<file path="src/core/hms_pkg.sv">
/*
 * hms_pkg: shared types and constants of the measurement sequencer.
 * Assumes a 100 MHz system clock; all users write hms_pkg::name.
 */
`default_nettype none
package hms_pkg;
	localparam int          DATA_W        = 12;
	localparam int          FIFO_DEPTH    = 4;
	localparam int          CLK_PERIOD_NS = 10;
	localparam int          INT_PULSE_NS  = 2500;
	localparam int          INT_PULSE_CYC = INT_PULSE_NS / CLK_PERIOD_NS;
	localparam logic [8:0]  INT_CNT_LOAD  = 9'(INT_PULSE_CYC - 1);
	localparam logic [11:0] RESULT_RST    = 12'h000;

	typedef enum logic [1:0] {
		HMS_MODE_POWER_DOWN = 2'h0,
		HMS_MODE_LOW_POWER  = 2'h1,
		HMS_MODE_FAST       = 2'h2,
		HMS_MODE_MASTER     = 2'h3
	} hms_mode_e;

	typedef enum logic [1:0] {
		HMS_CFG_XYZT = 2'h0,
		HMS_CFG_XYZ  = 2'h1,
		HMS_CFG_XY   = 2'h2
	} hms_cfg_e;

	typedef enum logic [1:0] {
		HMS_CH_FIELD_AXIS_X = 2'h0,
		HMS_CH_FIELD_AXIS_Y = 2'h1,
		HMS_CH_FIELD_AXIS_Z = 2'h2,
		HMS_CH_TEMP         = 2'h3
	} hms_chan_e;

	typedef enum logic [2:0] {
		HMS_ST_IDLE  = 3'h0,
		HMS_ST_REQ   = 3'h1,
		HMS_ST_WAIT  = 3'h3,
		HMS_ST_STORE = 3'h2,
		HMS_ST_DONE  = 3'h6
	} hms_state_e;

	typedef struct packed {
		hms_chan_e         chan;
		logic [DATA_W-1:0] data;
	} hms_word_s;

	typedef struct packed {
		logic [DATA_W-1:0] field_axis_x;
		logic [DATA_W-1:0] field_axis_y;
		logic [DATA_W-1:0] field_axis_z;
		logic [DATA_W-1:0] temp;
	} hms_res_s;
endpackage
`default_nettype wire

</file>
<file path="src/core/hms_fifo.sv">
/*
 * hms_fifo: small synchronous FIFO with valid/ready on both sides.
 * Assumes one clock and a synchronous active-high reset.
 */
`default_nettype none
module hms_fifo #(
	parameter int W     = 14,
	parameter int DEPTH = 4
) (
	input  wire logic         clk_sys,
	input  wire logic         rst,
	input  wire logic         in_valid,
	output logic              in_ready,
	input  wire logic [W-1:0] in_data,
	output logic              out_valid,
	input  wire logic         out_ready,
	output logic [W-1:0]      out_data
);
	localparam int AW = $clog2(DEPTH);

	logic [W-1:0]  mem [DEPTH];
	logic [AW-1:0] wr_ptr_r;
	logic [AW-1:0] wr_ptr_nxt;
	logic [AW-1:0] rd_ptr_r;
	logic [AW-1:0] rd_ptr_nxt;
	logic [AW:0]   count_r;
	logic [AW:0]   count_nxt;
	logic          push;
	logic          pop;

	function automatic logic [AW-1:0] ptr_inc(input logic [AW-1:0] p);
		ptr_inc = (p == AW'(DEPTH - 1)) ? '0 : p + 1'b1;
	endfunction

	assign in_ready  = (count_r != (AW+1)'(DEPTH));
	assign out_valid = (count_r != '0);
	assign out_data  = mem[rd_ptr_r];
	assign push      = in_valid && in_ready;
	assign pop       = out_valid && out_ready;

	always_comb begin
		wr_ptr_nxt = push ? ptr_inc(wr_ptr_r) : wr_ptr_r;
		rd_ptr_nxt = pop ? ptr_inc(rd_ptr_r) : rd_ptr_r;
		count_nxt  = count_r + (AW+1)'(push) - (AW+1)'(pop);
	end

	always_ff @(posedge clk_sys) begin
		if (rst) begin
			wr_ptr_r <= '0;
			rd_ptr_r <= '0;
			count_r  <= '0;
		end else begin
			wr_ptr_r <= wr_ptr_nxt;
			rd_ptr_r <= rd_ptr_nxt;
			count_r  <= count_nxt;
		end
	end

	always_ff @(posedge clk_sys) begin
		if (push) begin
			mem[wr_ptr_r] <= in_data;
		end
	end
endmodule
`default_nettype wire

</file>
<file path="src/core/hms_seq.sv">
/*
 * hms_seq: measurement cycle sequencer of a three-axis field sensor with
 * a temperature channel. Issues conversion requests, samples results from
 * the converter link, keeps latest results, queues them for the reader and
 * pulses the end-of-conversion line.
 * Assumes triggers come from clk_sys logic; the converter link (conv_clk,
 * conv_valid, conv_data) is asynchronous and is sampled here.
 */
// Notes on behaviour
// - In fast mode a new cycle starts at once when the previous one ends, without a trigger.
// - In low-power mode a cycle starts only on the internal trigger, in master mode only on the external one; power-down starts none.
// - With the four-channel setting a cycle ends after the temperature conversion.
// - With the three-channel setting temperature is skipped, kept, and the cycle ends after Z.
// - With the two-axis setting Z and temperature are skipped, kept, and the cycle ends after Y.
// - When enabled, each cycle end gives a low pulse of about 2.5 us (1.8 to 3.2 us) on int_n.
// - In master-controlled mode the controller's bus trigger starts each cycle.
`default_nettype none
module hms_seq (
	input  wire logic                          clk_sys,
	input  wire logic                          rst,
	input  wire hms_pkg::hms_mode_e            mode,
	input  wire hms_pkg::hms_cfg_e             chan_cfg,
	input  wire logic                          int_en,
	input  wire logic                          int_trig,
	input  wire logic                          ext_trig,
	input  wire logic                          conv_clk,
	input  wire logic                          conv_valid,
	input  wire logic [hms_pkg::DATA_W-1:0]    conv_data,
	output logic                               conv_req,
	output hms_pkg::hms_chan_e                 conv_chan,
	output logic                               int_n,
	output logic                               busy,
	output hms_pkg::hms_res_s                  results,
	output logic                               res_valid,
	input  wire logic                          res_ready,
	output hms_pkg::hms_word_s                 res_word
);
	hms_pkg::hms_state_e state_r;
	hms_pkg::hms_state_e state_nxt;
	hms_pkg::hms_chan_e  chan_r;
	hms_pkg::hms_chan_e  chan_nxt;
	hms_pkg::hms_res_s   res_r;
	hms_pkg::hms_res_s   res_nxt;
	hms_pkg::hms_word_s  cap_r;
	hms_pkg::hms_word_s  cap_nxt;
	hms_pkg::hms_word_s  out_r;
	hms_pkg::hms_word_s  out_nxt;
	logic                out_valid_r;
	logic                out_valid_nxt;
	logic                int_n_r;
	logic                int_n_nxt;
	logic [8:0]          int_cnt_r;
	logic [8:0]          int_cnt_nxt;
	logic                conv_req_r;
	logic                conv_req_nxt;
	logic                busy_r;
	logic                busy_nxt;

	// converter link sampling: stage 1 feeds stage 2 only
	logic                       lclk_meta_r;
	logic                       lclk_sync_r;
	logic                       lclk_prev_r;
	logic                       lval_meta_r;
	logic                       lval_sync_r;
	logic [hms_pkg::DATA_W-1:0] ldat_meta_r;
	logic [hms_pkg::DATA_W-1:0] ldat_sync_r;
	logic                       link_take;

	logic                       trig;
	logic                       start;
	logic                       fifo_in_ready;
	logic                       fifo_in_valid;
	logic                       fifo_out_valid;
	logic                       fifo_out_ready;
	hms_pkg::hms_word_s         fifo_out_data;

	function automatic hms_pkg::hms_chan_e last_chan(input hms_pkg::hms_cfg_e cfg);
		case (cfg)
			hms_pkg::HMS_CFG_XYZ: last_chan = hms_pkg::HMS_CH_FIELD_AXIS_Z;
			hms_pkg::HMS_CFG_XY:  last_chan = hms_pkg::HMS_CH_FIELD_AXIS_Y;
			default:              last_chan = hms_pkg::HMS_CH_TEMP;
		endcase
	endfunction

	always_ff @(posedge clk_sys) begin
		if (rst) begin
			lclk_meta_r <= 1'b0;
			lclk_sync_r <= 1'b0;
			lclk_prev_r <= 1'b0;
			lval_meta_r <= 1'b0;
			lval_sync_r <= 1'b0;
			ldat_meta_r <= '0;
			ldat_sync_r <= '0;
		end else begin
			lclk_meta_r <= conv_clk;
			lclk_sync_r <= lclk_meta_r;
			lclk_prev_r <= lclk_sync_r;
			lval_meta_r <= conv_valid;
			lval_sync_r <= lval_meta_r;
			ldat_meta_r <= conv_data;
			ldat_sync_r <= ldat_meta_r;
		end
	end

	assign link_take     = lclk_sync_r && !lclk_prev_r && lval_sync_r;
	assign trig          = (mode == hms_pkg::HMS_MODE_LOW_POWER) ? int_trig :
	                       (mode == hms_pkg::HMS_MODE_MASTER) ? ext_trig : 1'b0;
	assign start         = (mode == hms_pkg::HMS_MODE_FAST) || trig;
	assign fifo_in_valid = (state_r == hms_pkg::HMS_ST_STORE);

	// cycle sequencer
	always_comb begin
		state_nxt = state_r;
		chan_nxt  = chan_r;
		res_nxt   = res_r;
		cap_nxt   = cap_r;
		case (state_r)
			hms_pkg::HMS_ST_IDLE: begin
				if (start) begin
					state_nxt = hms_pkg::HMS_ST_REQ;
					chan_nxt  = hms_pkg::HMS_CH_FIELD_AXIS_X;
				end
			end
			hms_pkg::HMS_ST_REQ: begin
				state_nxt = hms_pkg::HMS_ST_WAIT;
			end
			hms_pkg::HMS_ST_WAIT: begin
				if (link_take) begin
					state_nxt = hms_pkg::HMS_ST_STORE;
					cap_nxt   = '{chan: chan_r, data: ldat_sync_r};
					case (chan_r)
						hms_pkg::HMS_CH_FIELD_AXIS_X: res_nxt.field_axis_x = ldat_sync_r;
						hms_pkg::HMS_CH_FIELD_AXIS_Y: res_nxt.field_axis_y = ldat_sync_r;
						hms_pkg::HMS_CH_FIELD_AXIS_Z: res_nxt.field_axis_z = ldat_sync_r;
						default:                      res_nxt.temp = ldat_sync_r;
					endcase
				end
			end
			hms_pkg::HMS_ST_STORE: begin
				// a full queue stalls the cycle here
				if (fifo_in_ready) begin
					if (chan_r == last_chan(chan_cfg)) begin
						state_nxt = hms_pkg::HMS_ST_DONE;
					end else begin
						state_nxt = hms_pkg::HMS_ST_REQ;
						chan_nxt  = hms_pkg::hms_chan_e'(chan_r + 2'h1);
					end
				end
			end
			hms_pkg::HMS_ST_DONE: begin
				if (mode == hms_pkg::HMS_MODE_FAST) begin
					state_nxt = hms_pkg::HMS_ST_REQ;
					chan_nxt  = hms_pkg::HMS_CH_FIELD_AXIS_X;
				end else begin
					state_nxt = hms_pkg::HMS_ST_IDLE;
				end
			end
			default: begin
				state_nxt = hms_pkg::HMS_ST_IDLE;
			end
		endcase
		conv_req_nxt = (state_nxt == hms_pkg::HMS_ST_REQ) || (state_nxt == hms_pkg::HMS_ST_WAIT);
		busy_nxt     = (state_nxt != hms_pkg::HMS_ST_IDLE);
	end

	always_ff @(posedge clk_sys) begin
		if (rst) begin
			state_r    <= hms_pkg::HMS_ST_IDLE;
			chan_r     <= hms_pkg::HMS_CH_FIELD_AXIS_X;
			res_r      <= '{default: hms_pkg::RESULT_RST};
			cap_r      <= '0;
			conv_req_r <= 1'b0;
			busy_r     <= 1'b0;
		end else begin
			state_r    <= state_nxt;
			chan_r     <= chan_nxt;
			res_r      <= res_nxt;
			cap_r      <= cap_nxt;
			conv_req_r <= conv_req_nxt;
			busy_r     <= busy_nxt;
		end
	end

	// end-of-conversion pulse; a retrigger restarts the pulse
	always_comb begin
		int_n_nxt   = int_n_r;
		int_cnt_nxt = int_cnt_r;
		if (state_r == hms_pkg::HMS_ST_DONE && int_en) begin
			int_n_nxt   = 1'b0;
			int_cnt_nxt = hms_pkg::INT_CNT_LOAD;
		end else if (!int_n_r) begin
			if (int_cnt_r == '0) begin
				int_n_nxt = 1'b1;
			end else begin
				int_cnt_nxt = int_cnt_r - 9'h001;
			end
		end
	end

	always_ff @(posedge clk_sys) begin
		if (rst) begin
			int_n_r   <= 1'b1;
			int_cnt_r <= '0;
		end else begin
			int_n_r   <= int_n_nxt;
			int_cnt_r <= int_cnt_nxt;
		end
	end

	hms_fifo #(
		.W     ($bits(hms_pkg::hms_word_s)),
		.DEPTH (hms_pkg::FIFO_DEPTH)
	) u_fifo (
		.clk_sys   (clk_sys),
		.rst       (rst),
		.in_valid  (fifo_in_valid),
		.in_ready  (fifo_in_ready),
		.in_data   (cap_r),
		.out_valid (fifo_out_valid),
		.out_ready (fifo_out_ready),
		.out_data  (fifo_out_data)
	);

	// registered output stage of the result queue
	assign fifo_out_ready = !out_valid_r || res_ready;

	always_comb begin
		out_valid_nxt = out_valid_r;
		out_nxt       = out_r;
		if (fifo_out_ready) begin
			out_valid_nxt = fifo_out_valid;
			if (fifo_out_valid) begin
				out_nxt = fifo_out_data;
			end
		end
	end

	always_ff @(posedge clk_sys) begin
		if (rst) begin
			out_valid_r <= 1'b0;
			out_r       <= '0;
		end else begin
			out_valid_r <= out_valid_nxt;
			out_r       <= out_nxt;
		end
	end

	assign conv_req  = conv_req_r;
	assign conv_chan = chan_r;
	assign int_n     = int_n_r;
	assign busy      = busy_r;
	assign results   = res_r;
	assign res_valid = out_valid_r;
	assign res_word  = out_r;

	chk_fast_restart: assert property (@(posedge clk_sys) disable iff (rst)
		state_r == hms_pkg::HMS_ST_DONE && mode == hms_pkg::HMS_MODE_FAST
		|=> state_r == hms_pkg::HMS_ST_REQ && chan_r == hms_pkg::HMS_CH_FIELD_AXIS_X)
		else $error("fast mode did not restart the cycle");
	chk_idle_no_trig: assert property (@(posedge clk_sys) disable iff (rst)
		state_r == hms_pkg::HMS_ST_IDLE && mode != hms_pkg::HMS_MODE_FAST
		&& !int_trig && !ext_trig |=> state_r == hms_pkg::HMS_ST_IDLE)
		else $error("cycle started without a trigger");
	chk_end_temp: assert property (@(posedge clk_sys) disable iff (rst)
		state_r == hms_pkg::HMS_ST_STORE && fifo_in_ready
		&& chan_cfg == hms_pkg::HMS_CFG_XYZT && chan_r == hms_pkg::HMS_CH_TEMP
		|=> state_r == hms_pkg::HMS_ST_DONE)
		else $error("four-channel cycle did not end after temperature");
	chk_skip_temp: assert property (@(posedge clk_sys) disable iff (rst)
		chan_cfg == hms_pkg::HMS_CFG_XYZ && $stable(chan_cfg) && conv_req
		|-> chan_r != hms_pkg::HMS_CH_TEMP && $stable(res_r.temp))
		else $error("temperature converted in three-channel setting");
	chk_skip_z_temp: assert property (@(posedge clk_sys) disable iff (rst)
		state_r == hms_pkg::HMS_ST_STORE && fifo_in_ready
		&& chan_cfg == hms_pkg::HMS_CFG_XY && chan_r == hms_pkg::HMS_CH_FIELD_AXIS_Y
		|=> state_r == hms_pkg::HMS_ST_DONE ##1 $stable(res_r.field_axis_z))
		else $error("two-axis cycle did not end after Y");
	chk_int_width: assert property (@(posedge clk_sys) disable iff (rst)
		$rose(int_n_r) |-> $past(int_n_r, 250) == 1'b0
		&& $past(state_r, 251) == hms_pkg::HMS_ST_DONE)
		else $error("end-of-conversion pulse width wrong");
	chk_master_trig: assert property (@(posedge clk_sys) disable iff (rst)
		state_r == hms_pkg::HMS_ST_IDLE && mode == hms_pkg::HMS_MODE_MASTER && ext_trig
		|=> state_r == hms_pkg::HMS_ST_REQ ##1 conv_req)
		else $error("bus trigger did not start a cycle");
	chk_chan_order: assert property (@(posedge clk_sys) disable iff (rst)
		state_r == hms_pkg::HMS_ST_STORE && fifo_in_ready && chan_r != last_chan(chan_cfg)
		|=> state_r == hms_pkg::HMS_ST_REQ && chan_r == $past(chan_r) + 2'h1)
		else $error("channel order broken");
endmodule
`default_nettype wire

</file>
<file path="config.mk">
export PLATFORM = sky130hd
export DESIGN_NAME = hms_seq
export DESIGN_NICKNAME = d
export VERILOG_FILES = /design/src/core/hms_pkg.sv /design/src/core/hms_fifo.sv /design/src/core/hms_seq.sv
export SDC_FILE = /design/constraint.sdc
export NUM_CORES = 1
export LEC_CHECK = 0
export BUFFER_PORTS_ARGS = -buffer_cell sky130_fd_sc_hd__buf_2
export CORE_ASPECT_RATIO = 1.25
export CORE_MARGIN = 2
export CORE_UTILIZATION = 57
export CTS_CLUSTER_SIZE = 12
export DETAILED_ROUTE_END_ITERATION = 7
export PLACE_DENSITY = 0.89
export SLEW_MARGIN = 20
export SYNTH_ARGS = -nofsm -noshare
export SYNTH_HDL_FRONTEND = slang
export SYNTH_HIERARCHICAL = 1
export SYNTH_SLANG_ARGS = --single-unit
</file>
<file path="constraint.sdc">
create_clock -name clk_sys -period 3.3 [get_ports clk_sys]
set_input_delay 0.99 -clock clk_sys [delete_from_list [all_inputs] [get_ports clk_sys]]
set_output_delay 0.99 -clock clk_sys [all_outputs]
set_load 0.01 [all_outputs]
</file>
* After elaboration in Yosys (flattened, before gate mapping) *
Memories as Yosys holds them, arrays and structs flattened. A register that Yosys moved wholly into a read port is not among the register bits.
Cells that the tools add are included.

storage, ports and cells
  register bits after elaboration = 116
  RAM bits = 56
  input bits = 24
  output and inout bits = 68
  word-level logic and storage cells = 110
  memories = 1

operators by class
  $add $sub $neg = 6
  equality and inequality tests = 23
  muxes and demuxes = 26
  bitwise logic cells = 3
  reduce and logical (&&, ||, !) cells = 27

memory list
  memory      depth  bits a word  read ports  clocked after memory_dff  write ports  line            source
  u_fifo.mem  4      14           1           1                         1            hms_fifo.sv:21  logic [W-1:0] mem [DEPTH];

operators with widths
  operator               count
  $mux W8                3
  $mux W2                8
  $pmux W3 S5            1
  $eq A2 B2 Y1 const B   6
  $mux W3                4
  $reduce_and A3 Y1      4
  $ne A2 B2 Y1 const B   5
  $eq A3 B2 Y1 const B   3
  $logic_not A9 Y1       1
  $reduce_bool A3 Y1     3
  $sub A9 B1 Y9 const B  1
  $mux W1                8
  $reduce_and A2 Y1      4
  $add A2 B1 Y2 const B  3
  $eq A2 B1 Y1 const B   3
  $eq A3 B1 Y1 const B   2
  $pmux W2 S3            1
  $logic_and A1 B1 Y1    5
  $reduce_and A5 Y1      1
  $pmux W2 S2            1
  $add A3 B1 Y3          1
  $eq A3 B3 Y1 const B   1
  $logic_not A3 Y1       1
  $logic_or A1 B1 Y1     3
  other kinds (9)        12

* Logic depth before layout (Yosys ltp) *
Gate-level depths: netlist of the first run.

  depth in word-level cells = 10
  mapped depth = 13
  mapped depth without buffers = 12

* Modules after synthesis *
The synthesis of the first run kept the hierarchy.

modules (own cells, without submodules)
  module    instances  cells an instance  area an instance (µm²)  sequential area each (µm²)
  hms_seq   1          494                4486.8                  2462.4
  hms_fifo  1          122                2496.1                  1861.8

* Worst setup path before layout of the first run *
OpenSTA, ideal clock, no wires.

  path type = input -> register
  start = input port res_ready
  end = register u_fifo.count_r[2]
  library setup time = 0.078 ns
  arrival = 2.636 ns
  required time = 3.222 ns
  path slack = 0.586 ns
  stages on the path = 11
  path buffers = 0
  cells stage by stage = nand2b_1 -> o31ai_1 -> inv_1 -> ha_1 -> inv_1 -> ha_1 -> inv_1 -> fa_1 -> xor2_1 -> and2_2 -> nor3_1

between the ends
  word-level cells in the longest chain between the ends = 3

RTL lines
  element               line            source
  start, declared       hms_seq.sv:35   input wire logic res_ready,
  $logic_or A1 B1 Y1    hms_seq.sv:225  assign fifo_out_ready = !out_valid_r || res_ready;
  $logic_and A1 B1 Y1   hms_fifo.sv:39  assign pop = out_valid && out_ready;
  $sub A3 B1 Y3         hms_fifo.sv:44  count_nxt = count_r + (AW+1)'(push) - (AW+1)'(pop);
  end signal, assigned  hms_fifo.sv:55  count_r <= count_nxt;
  end, declared         hms_fifo.sv:26  logic [AW:0] count_r;

Every way passes these cells.
A chain may end at the register's enable or synchronous reset.

* Worst setup path after layout of the first run *
  start = register state_r[2]
  end = register u_fifo.count_r[2]

between the ends
  word-level cells in the longest chain between the ends = 4

RTL lines
  element                 line            source
  start, declared         hms_seq.sv:38   hms_pkg::hms_state_e state_r;
  start signal, assigned  hms_seq.sv:168  state_r <= hms_pkg::HMS_ST_IDLE;
  start signal, assigned  hms_seq.sv:175  state_r <= state_nxt;
  $eq A3 B2 Y1            hms_seq.sv:109  assign fifo_in_valid = (state_r == hms_pkg::HMS_ST_STORE);
  net fifo_in_valid       hms_seq.sv:72   logic fifo_in_valid;
  $logic_and A1 B1 Y1     hms_fifo.sv:38  assign push = in_valid && in_ready;
  $add A3 B1 Y3           hms_fifo.sv:44
  $sub A3 B1 Y3           hms_fifo.sv:44

The timed path passes the listed nets, and every way through them passes these cells.

==> results.md, run 1 <==
* Status: complete, no violations
* Avg Cell Area, Syn at 11.34 um2
* Async SR Flop Fraction at 0%
* Placed cell area at 7508 um2
* Clock-pin slew on the worst setup and hold paths at 0.07 ns
* Drt drc at 0
* Final min period at 2.657 ns
* Pint at 0.004026 W
* Period utilisation layout at 80.50%
* List of most frequent post-synthesis cells: dfxtp_1, nand2_1, a21oi_1, edfxtp_1, nand3_1
* Nets at 731
* Layout cells sized above 1 at 21.67%
* CP required at 3.65 ns
* H-Tree Depth at 4
* PwrDens at 679.8 nW/um2
* Critical Path Start Type: register
* GRT Total Usage at 23.42%
* Clk root buf: clkbuf_16
* WL/cell at 16.84 um
* Tightest Hold Check Type: register to register
* Yosys cell types at 50
* Inserted Diodes at 0
* Area grow syn2layout at 15.91%
* Via count of the routed design at 4,862
* Comb power frac at 14.8%
* Initial Util at 57.95%
* Setup TNS at 0 ns
* FILL cells at 903
* Ports at 92
* Routed Antenna Nets at 0
* Unrepaired setup endpoints after global routing: no
* Post-detail-place hpwl at 10.03 mm
* Port Buf Inserts at 91
* Most used DFF post-synth: dfxtp_1
* Initial antenna violation count at 0
* Die area at 13,160 um2
* Endpoints failing hold at 0
* Share of the synthesized area in the top cell type at 37.84%
* Peak Freq at 0.3764 GHz
* Clock Skews at 0.01113 ns
* Worst VDD drop at 0.0004096 V
* CTS tree: yes
* Leak at 3.070 nW
* Vias in the first global route at 4,726
* Cell row count at 45
* Vias per cell at 5.589
* Fin area at 8094 um2
* Post-synthesis sequential area ratio at 61.92%
* First-pass GRT wire length at 23.29 mm
* Slew Viols, Final at 0
* Number of synthesized flops with an enable pin at 56
* Clk network pwr share at 35.9%
* Final hold slack at 0.4405 ns
* Cell accounting for the most synthesized area: dfxtp_1
* Post-synthesis cell area at 6983 um2
* Reg power frac at 49.3%
* Tightest Pin Transition at 0.9913 ns
* Std-Cell Core Area at 12,050 um2
* Synth top area cells: dfxtp_1, edfxtp_1, a21oi_1, nand2_1, mux4_2
* Final setup fails at 0
* Clock latency on the worst-skew pair at 0.43 ns
* Switching share of power at 26.82%
* WL final at 14.66 mm
* Cell with the most instances after synthesis: dfxtp_1
* CP Capture Type: register
* CTS Buf Count at 17
* Yosys reg bits at 188
* Critical Path AT at 3.00 ns
* GRT Residual Overflow at 0
* Setup CP Type: register to register
* CP Max Fanout at 8
* Net Switching at 0.001476 W
* Chip height at 127.8 um
* MaxCap Viol Count at 0
* Synth Warn # at 6
* Post-synthesis net count at 654
* Initial DRC count at 365
* Largest net degree at the start of global routing at 57
* # hold bufs at CTS at 0
* Slew HR at 33.82%
* CTS Buffer Depth at 2
* Post_cts resized at 0
* Post-CTS Setup Repair Bufs at 0
* 1st-pass router iterations at 5
* # clock sinks at 188
* Synthesized instance count at 616
* Routability cong. at 0.8365
* Chip width at 103 um
==> critical path, cell delays in order (launching register included) <==
cell and delay [ns]:
dfxtp_1 0.41, nor2_1 0.25, nand2_1 0.17, inv_1 0.19, nand2_1 0.13, ha_1 0.32, inv_1 0.06, ha_1 0.13
inv_1 0.05, fa_1 0.37, xor2_1 0.16, and2_2 0.19, nor3_1 0.12
==> sequential cells by signal, summed over array words and instances (netlist names), 2 cells and up, named ones only <==
| name | cells |
|---|---|
| u_fifo/count_r | 3 |
| u_fifo/wr_ptr_r | 2 |
| cap_r | 14 |
| conv_chan | 2 |
| u_fifo/rd_ptr_r | 2 |
| int_cnt_r | 9 |
| res_word | 14 |
| results | 48 |
| ldat_meta_r | 12 |
| state_r | 3 |
| ldat_sync_r | 12 |
| u_fifo/mem | 56 |
==> layout make-up <==
type	instances	area [um2]	area share, %
flip-flops and latches	188	4324	53.42
multi-input cells	376	2435	30.08
clock buffers	20	489.2	6.044
repair buffers	95	488.0	6.029
well taps	164	205.2	2.535
clock inverters	12	96.34	1.190
inverters	15	56.30	0.6956
==> kinds of logic (layout without fill, tap and decap cells) <==
group,count (synthesis),in the layout,share of synthesized area [%]
and+or+nand+nor,234,234,16.75
DFF,188,188,61.92
AOI/OAI and AO/OA,91,91,7.741
buffers and inverters,52,142,3.297
muxes,29,29,6.665
adders and majority gates,14,14,2.616
xor gates and xnor gates,8,8,1.003
==> metal layers <==
metal / GRT usage (%) / part of all wire (%) / vias up
li1: - / - / 2301
met1: 27.45 / 38 / 2342
met2: 40.26 / 53 / 181
met3: 5.616 / 6.0 / 38
met4: 10.53 / 3.2 / 0
met5: 0 / 0 / -
==> worst paths after layout <==
path | startpoint | end | slack (ns) | cells past startpoint
max | state_r[2] | u_fifo/count_r[2] | 0.64 | 12
max reg2reg | state_r[2] | u_fifo/count_r[2] | 0.64 | 12
min | ldat_meta_r[5] | ldat_sync_r[5] | 0.44 | 1
min reg2reg | ldat_meta_r[5] | ldat_sync_r[5] | 0.44 | 1
==> placed cells by master (no fill, tap or decap), drive strengths merged, types with 2 or more instances in the layout <==
cell type,n
dfxtp,132
buf,95
nand2,89
a21oi,71
edfxtp,56
nand3,51
nor2b,32
nor2,26
inv,22
clkbuf,20
mux2i,15
mux4,14
ha,13
nand2b,6
xor2,6
and3,5
nand4b,4
a31oi,4
nor3,4
clkinv,4
a211oi,3
and2,3
or3,3
o21ai,3
nor4,2
o31ai,2
nand3b,2
xnor2,2
and4bb,2
a211o,2
==> power by group through the flow <==
stage          clock network [W]  registers, W  logic [W]
6_report                 0.00197       0.00271   0.000816
5_1_grt                  0.00208       0.00274   0.000909
4_1_cts                  0.00199       0.00272   0.000826
3_5_place_dp                   0       0.00277   0.000816
3_3_place_gp                   0       0.00275   0.000776
2_1_floorplan                  0       0.00270   0.000653
==> through the flow <==
stage               util [%]  setup WS, ns  std cells  total power [W]
global route           67.18        0.4413        870         0.005725
CTS                    67.18        0.6651        870         0.005534
detailed placement     62.32        0.3221        838         0.003583
floorplan                  -        0.5860        616         0.003357
finish                 67.18        0.6435        870         0.005502
global placement       62.32        0.4093        838         0.003527
Note: power is estimated with default switching activity, not from simulation.
==> run 2, diff against run 1 <==
Settings changed: CORE_UTILIZATION 57 to 51, PLACE_DENSITY 0.89 to 0.85.
Clock period 3.3 ns to 2.2 ns, I/O delays scaled along.
==> run 2 against run 1 <==
Core utilization fell by 4.4 points. Clock skew fell by 0.0024 ns. Register-to-register slack got worse by 0.62 ns. Hold slack got worse by 0.0034 ns. Power rose by 58%. Wire length fell by 1.7%.
==> results.md, run 2 (synthesis results as in run 1) <==
* Clock latency on the worst-skew pair at 0.42 ns
* Crit path buffers/inverters at 2
* Clock Skews at 0.008761 ns
* Met3 Wirelength at 694 um
* Worst-case reg-to-reg path depth at 10
* Max Used Layer: met4
* Std-Cell Core Area at 13,290 um2
* Endpoints failing hold at 0
* Setup CP Type: register to register
* Chip height at 134.8 um
* PwrDens at 1043 nW/um2
* Peak Freq at 0.4588 GHz
* Commonest non-fill, non-tap cell in the layout: dfxtp_1
* Final setup fails at 0
* Nets at 746
* Status: complete, no violations
* Clock-pin slew on the worst setup and hold paths at 0.07 ns
* Tightest Hold Check Type: register to register
* Port Buf Inserts at 91
* Tightest Pin Transition at 0.6897 ns
* CTS Buf Count at 17
* Drt drc at 0
* Hold path startpoint: ldat_meta_r[2]
* GRT Total Usage at 20.74%
* Place WS at -0.2736 ns
* CTS Buffer Depth at 2
* WL/cell at 16.16 um
* R2R Setup Slk at 0.02 ns
* Post-detail-place hpwl at 9.778 mm
* # hold bufs at CTS at 0
* Routability cong. at 0.8478
* Slew Viols, Final at 0
* Leak at 3.173 nW
* Area grow syn2layout at 19.46%
* Critical Path, Cell by Cell: or3b_4 -> nand2_4 -> ha_4 -> inv_4 -> ha_4 -> inv_2 -> fa_2 -> xor2_2 -> nor2_1 -> nor3_2
* CP Max Fanout at 3
* H-Tree Depth at 4
* Vias in the first global route at 4,758
* CTS tree: yes
* Ports at 92
* Chip width at 108.7 um
* Largest register by flop count: u_fifo/mem
* Clk root buf: clkbuf_16
* Power Total at 0.008700 W
* Initial Util at 52.54%
* Most common cell on crit path: ha_4
* Reg-to-Reg Start: u_fifo/count_r[0]
* First-pass GRT wire length at 23.34 mm
* Met1 wire length at 5.800 mm
* Most frequent cells in the layout: dfxtp_1, buf_2, nand2_1
* Die area at 14,650 um2
* Critical R2R Capture: u_fifo/count_r[2]
* CP required at 2.49 ns
* Met2 WL at 7.570 mm
* Critical Path AT at 2.46 ns
* Slowest CP cell: or3b_4
* Final min period at 2.179 ns
* Layout cells sized above 1 at 25.28%
* CP Capture Type: register
* MaxCap Viol Count at 0
* Initial DRC count at 305
* Inserted Diodes at 0
* Cell row count at 47
* CP max stage delay at 0.42 ns
* GRT Residual Overflow at 0
* Hold depth at 1
* Slew HR at 53.95%
* Critical Path Start Type: register
* Final core occ at 62.77%
* Largest net degree at the start of global routing at 50
* Via count of the routed design at 4,841
* Routed Antenna Nets at 0
* WL final at 14.40 mm
* Initial antenna violation count at 0
* Worst VDD drop at 0.0005940 V
* Largest register FFs at 56
* Hold path endpoint: ldat_sync_r[2]
* Period utilisation layout at 99.06%
* Delay-heaviest family, CP: simple AND/OR/NAND/NOR gates
* PnR worst setup slack at 0.02061 ns
* Vias per cell at 5.433
* 1st-pass router iterations at 4
* # clock sinks at 188
run 2: what timing repair did:
item                                    CTS  global route
gates resized for setup                  11             8
endpoints found under the setup margin    1             1
buffers inserted                          2             0
endpoints found under the hold margin     0             0
pin swaps                                 6             7
run 2: metal layers:
layer | up-vias | GRT usage [%]
met5 | - | 0
met4 | 0 | 9.615
met3 | 29 | 4.537
met2 | 153 | 35.10
met1 | 2332 | 25.10
li1 | 2327 | -
run 2: area by class of cell:
type / count / area [um2]
clock inverters: 10 / 125.1
clock buffers: 21 / 483.0
multi-input cells: 376 / 2512
flip-flops and latches: 188 / 4328
inverters: 15 / 58.81
repair buffers: 110 / 620.6
fillers: 1034 / 4949
well taps: 171 / 214.0
run 2: metrics by stage:
step	TNS (ns)	instances	hold slack, ns	area [um2]
after floorplan	-0.03413	616	0.4138	7008
after global placement	-0.1834	858	0.4192	7652
after detailed placement	-0.3645	858	0.4204	7652
after CTS	0	891	0.4235	8302
after global routing	-0.03952	891	0.4301	8342
final	0	891	0.4371	8342
run 2: worst max path at each step:
stage,start,endpoint,slack [ns],cells after the start
after CTS,u_fifo/count_r[1],u_fifo/count_r[2],0.003,11
after global placement,res_ready,u_fifo/count_r[2],-0.16,12
after global routing,u_fifo/count_r[0],u_fifo/count_r[2],-0.04,10
after floorplan,res_ready,u_fifo/count_r[2],-0.03,11
after detailed placement,res_ready,u_fifo/count_r[2],-0.27,12
final,u_fifo/count_r[0],u_fifo/count_r[2],0.02,10
run 2: power breakdown:
group / switching, W / internal [W]
clock: 0.00126 / 0.00182
combinational: 0.000833 / 0.000792
sequential: 0.000183 / 0.00381
==> run 3, diff against run 2 <==
Settings changed: CTS_BUF_LIST from default to sky130_fd_sc_hd__clkbuf_16.
==> run 3 against run 2 <==
Count of clock-buffer cells in the layout down 2. Combinational power is essentially flat. Core utilization did not move. Cell count did not move. Sequential share of layout area stayed put. Flip-flop and latch count unchanged. Clock power hardly changed. Worst setup slack got worse by 0.0042 ns. Critical path type unchanged. Largest power group unchanged. Highest routed layer unchanged.
==> results.md, run 3 (synthesis results as in run 1) <==
* Status: complete, no violations
* WL final at 14.41 mm
* Setup CP Type: register to register
* Area grow syn2layout at 19.46%
* CTS Buffer Depth at 2
* CP Capture Type: register
* Critical Path AT at 2.47 ns
* Hold depth at 1
* Most frequent cells in the layout: dfxtp_1, buf_2, nand2_1
* Layout cells sized above 1 at 25.28%
* FILL cells at 1,034
* Via count of the routed design at 4,826
* Drt drc at 0
* PwrDens at 1043 nW/um2
* Final min period at 2.184 ns
* Clock latency on the worst-skew pair at 0.42 ns
* Ports at 92
* Routability cong. at 0.8478
* Final setup fails at 0
* Clock-pin slew on the worst setup and hold paths at 0.07 ns
* # hold bufs at CTS at 0
* Leak at 3.181 nW
* Critical Path Start Type: register
* 1st-pass router iterations at 4
* CTS Buf Count at 17
* Largest register by flop count: u_fifo/mem
* Placed cell count at 858
* Routed Antenna Nets at 0
* Nets at 746
* Std-Cell Core Area at 13,290 um2
* Slew HR at 54.62%
* Switching share of power at 26.27%
* Initial DRC count at 302
* Worst VDD drop at 0.0005928 V
* Peak Freq at 0.4580 GHz
* Initial antenna violation count at 0
* Largest register FFs at 56
* Slew Viols, Final at 0
* WL/cell at 16.17 um
* Final core occ at 62.77%
* Net Switching at 0.002285 W
* Tightest Pin Transition at 0.6798 ns
* CP Max Fanout at 3
* Chip height at 134.8 um
* Period utilisation layout at 99.26%
* CTS tree: yes
* Inserted Diodes at 0
* GRT Residual Overflow at 0
* Die area at 14,650 um2
* H-Tree Depth at 4
* MaxCap Viol Count at 0
* Reg power frac at 45.8%
* Port Buf Inserts at 91
* Vias in the first global route at 4,760
* Tightest Hold Check Type: register to register
* Clk root buf: clkbuf_16
* Endpoints failing hold at 0
* CP required at 2.49 ns
* Worst-case reg-to-reg path depth at 10
* Chip width at 108.7 um
* Cell row count at 47
* Clk network pwr share at 35.5%
* First-pass GRT wire length at 23.34 mm
* # clock sinks at 188
* Vias per cell at 5.416
* Comb power frac at 18.7%
* Clock Skews at 0.008325 ns
* Initial Util at 52.54%
* Commonest non-fill, non-tap cell in the layout: dfxtp_1
* Pint at 0.006413 W
* GRT Total Usage at 20.74%
* Post-detail-place hpwl at 9.778 mm
* Fin cells at 891
* Largest net degree at the start of global routing at 50
-- run 3: path summary, 6_finish.rpt --
path	startpoint	slack [ns]	to
worst max-delay path	u_fifo/count_r[0]	0.02	u_fifo/count_r[2]
worst min-delay path	ldat_meta_r[2]	0.44	ldat_sync_r[2]
worst max register to register	u_fifo/count_r[0]	0.02	u_fifo/count_r[2]
worst min register to register	ldat_meta_r[2]	0.44	ldat_sync_r[2]
-- run 3: worst max-delay path, cell delays in order (launching register included) --
cell     delay, ns
dfxtp_2       0.33
or3b_4        0.42
nand2_4       0.09
ha_4          0.21
inv_4         0.06
ha_4          0.12
inv_2         0.03
fa_2          0.39
xor2_2        0.17
nor2_1        0.17
nor3_2        0.07
-- run 3: power by group through the flow --
stage	sequential [W]	clock, W	combinational (W)
global placement	0.00404	0	0.00140
floorplan	0.00407	0	0.00100
detailed placement	0.00406	0	0.00147
finish	0.00399	0.00309	0.00162
CTS	0.00399	0.00313	0.00154
global route	0.00402	0.00328	0.00178
-- run 3: timing repair --
item | in CTS | in global routing
pin swaps | 6 | 7
resized for setup | 11 | 8
setup buffers | 2 | 0
endpoints found under the setup margin | 1 | 1
-- run 3: per-layer routing --
metal	up-vias	GRT usage (%)	share of wire, %
met4	0	9.615	3.0
met1	2314	25.10	40
met2	145	35.10	52
met3	38	4.537	4.9
li1	2329	-	-
met5	-	0	0
-- run 3: layout make-up --
| type | count | area (um2) | area share [%] |
|---|---|---|---|
| tap | 171 | 214.0 | 2.565 |
| sequential | 188 | 4328 | 51.88 |
| clock buffer | 19 | 475.5 | 5.700 |
| inverter | 15 | 58.81 | 0.7050 |
| clock inverter | 12 | 132.6 | 1.590 |
| multi-input combinational | 376 | 2512 | 30.12 |
| timing repair buffer | 110 | 620.6 | 7.440 |
-- run 3: stage by stage --
stage | hold WS (ns) | TNS (ns) | worst slack [ns] | total power, W | area (um2)
after global routing | 0.4301 | -0.03952 | -0.03952 | 0.009077 | 8342
after global placement | 0.4192 | -0.1834 | -0.1639 | 0.005436 | 7652
final | 0.4371 | 0 | 0.01637 | 0.008698 | 8342
after detailed placement | 0.4204 | -0.3645 | -0.2736 | 0.005527 | 7652
after floorplan | 0.4138 | -0.03413 | -0.03413 | 0.005077 | 7008
after CTS | 0.4235 | 0 | 0.002871 | 0.008664 | 8302
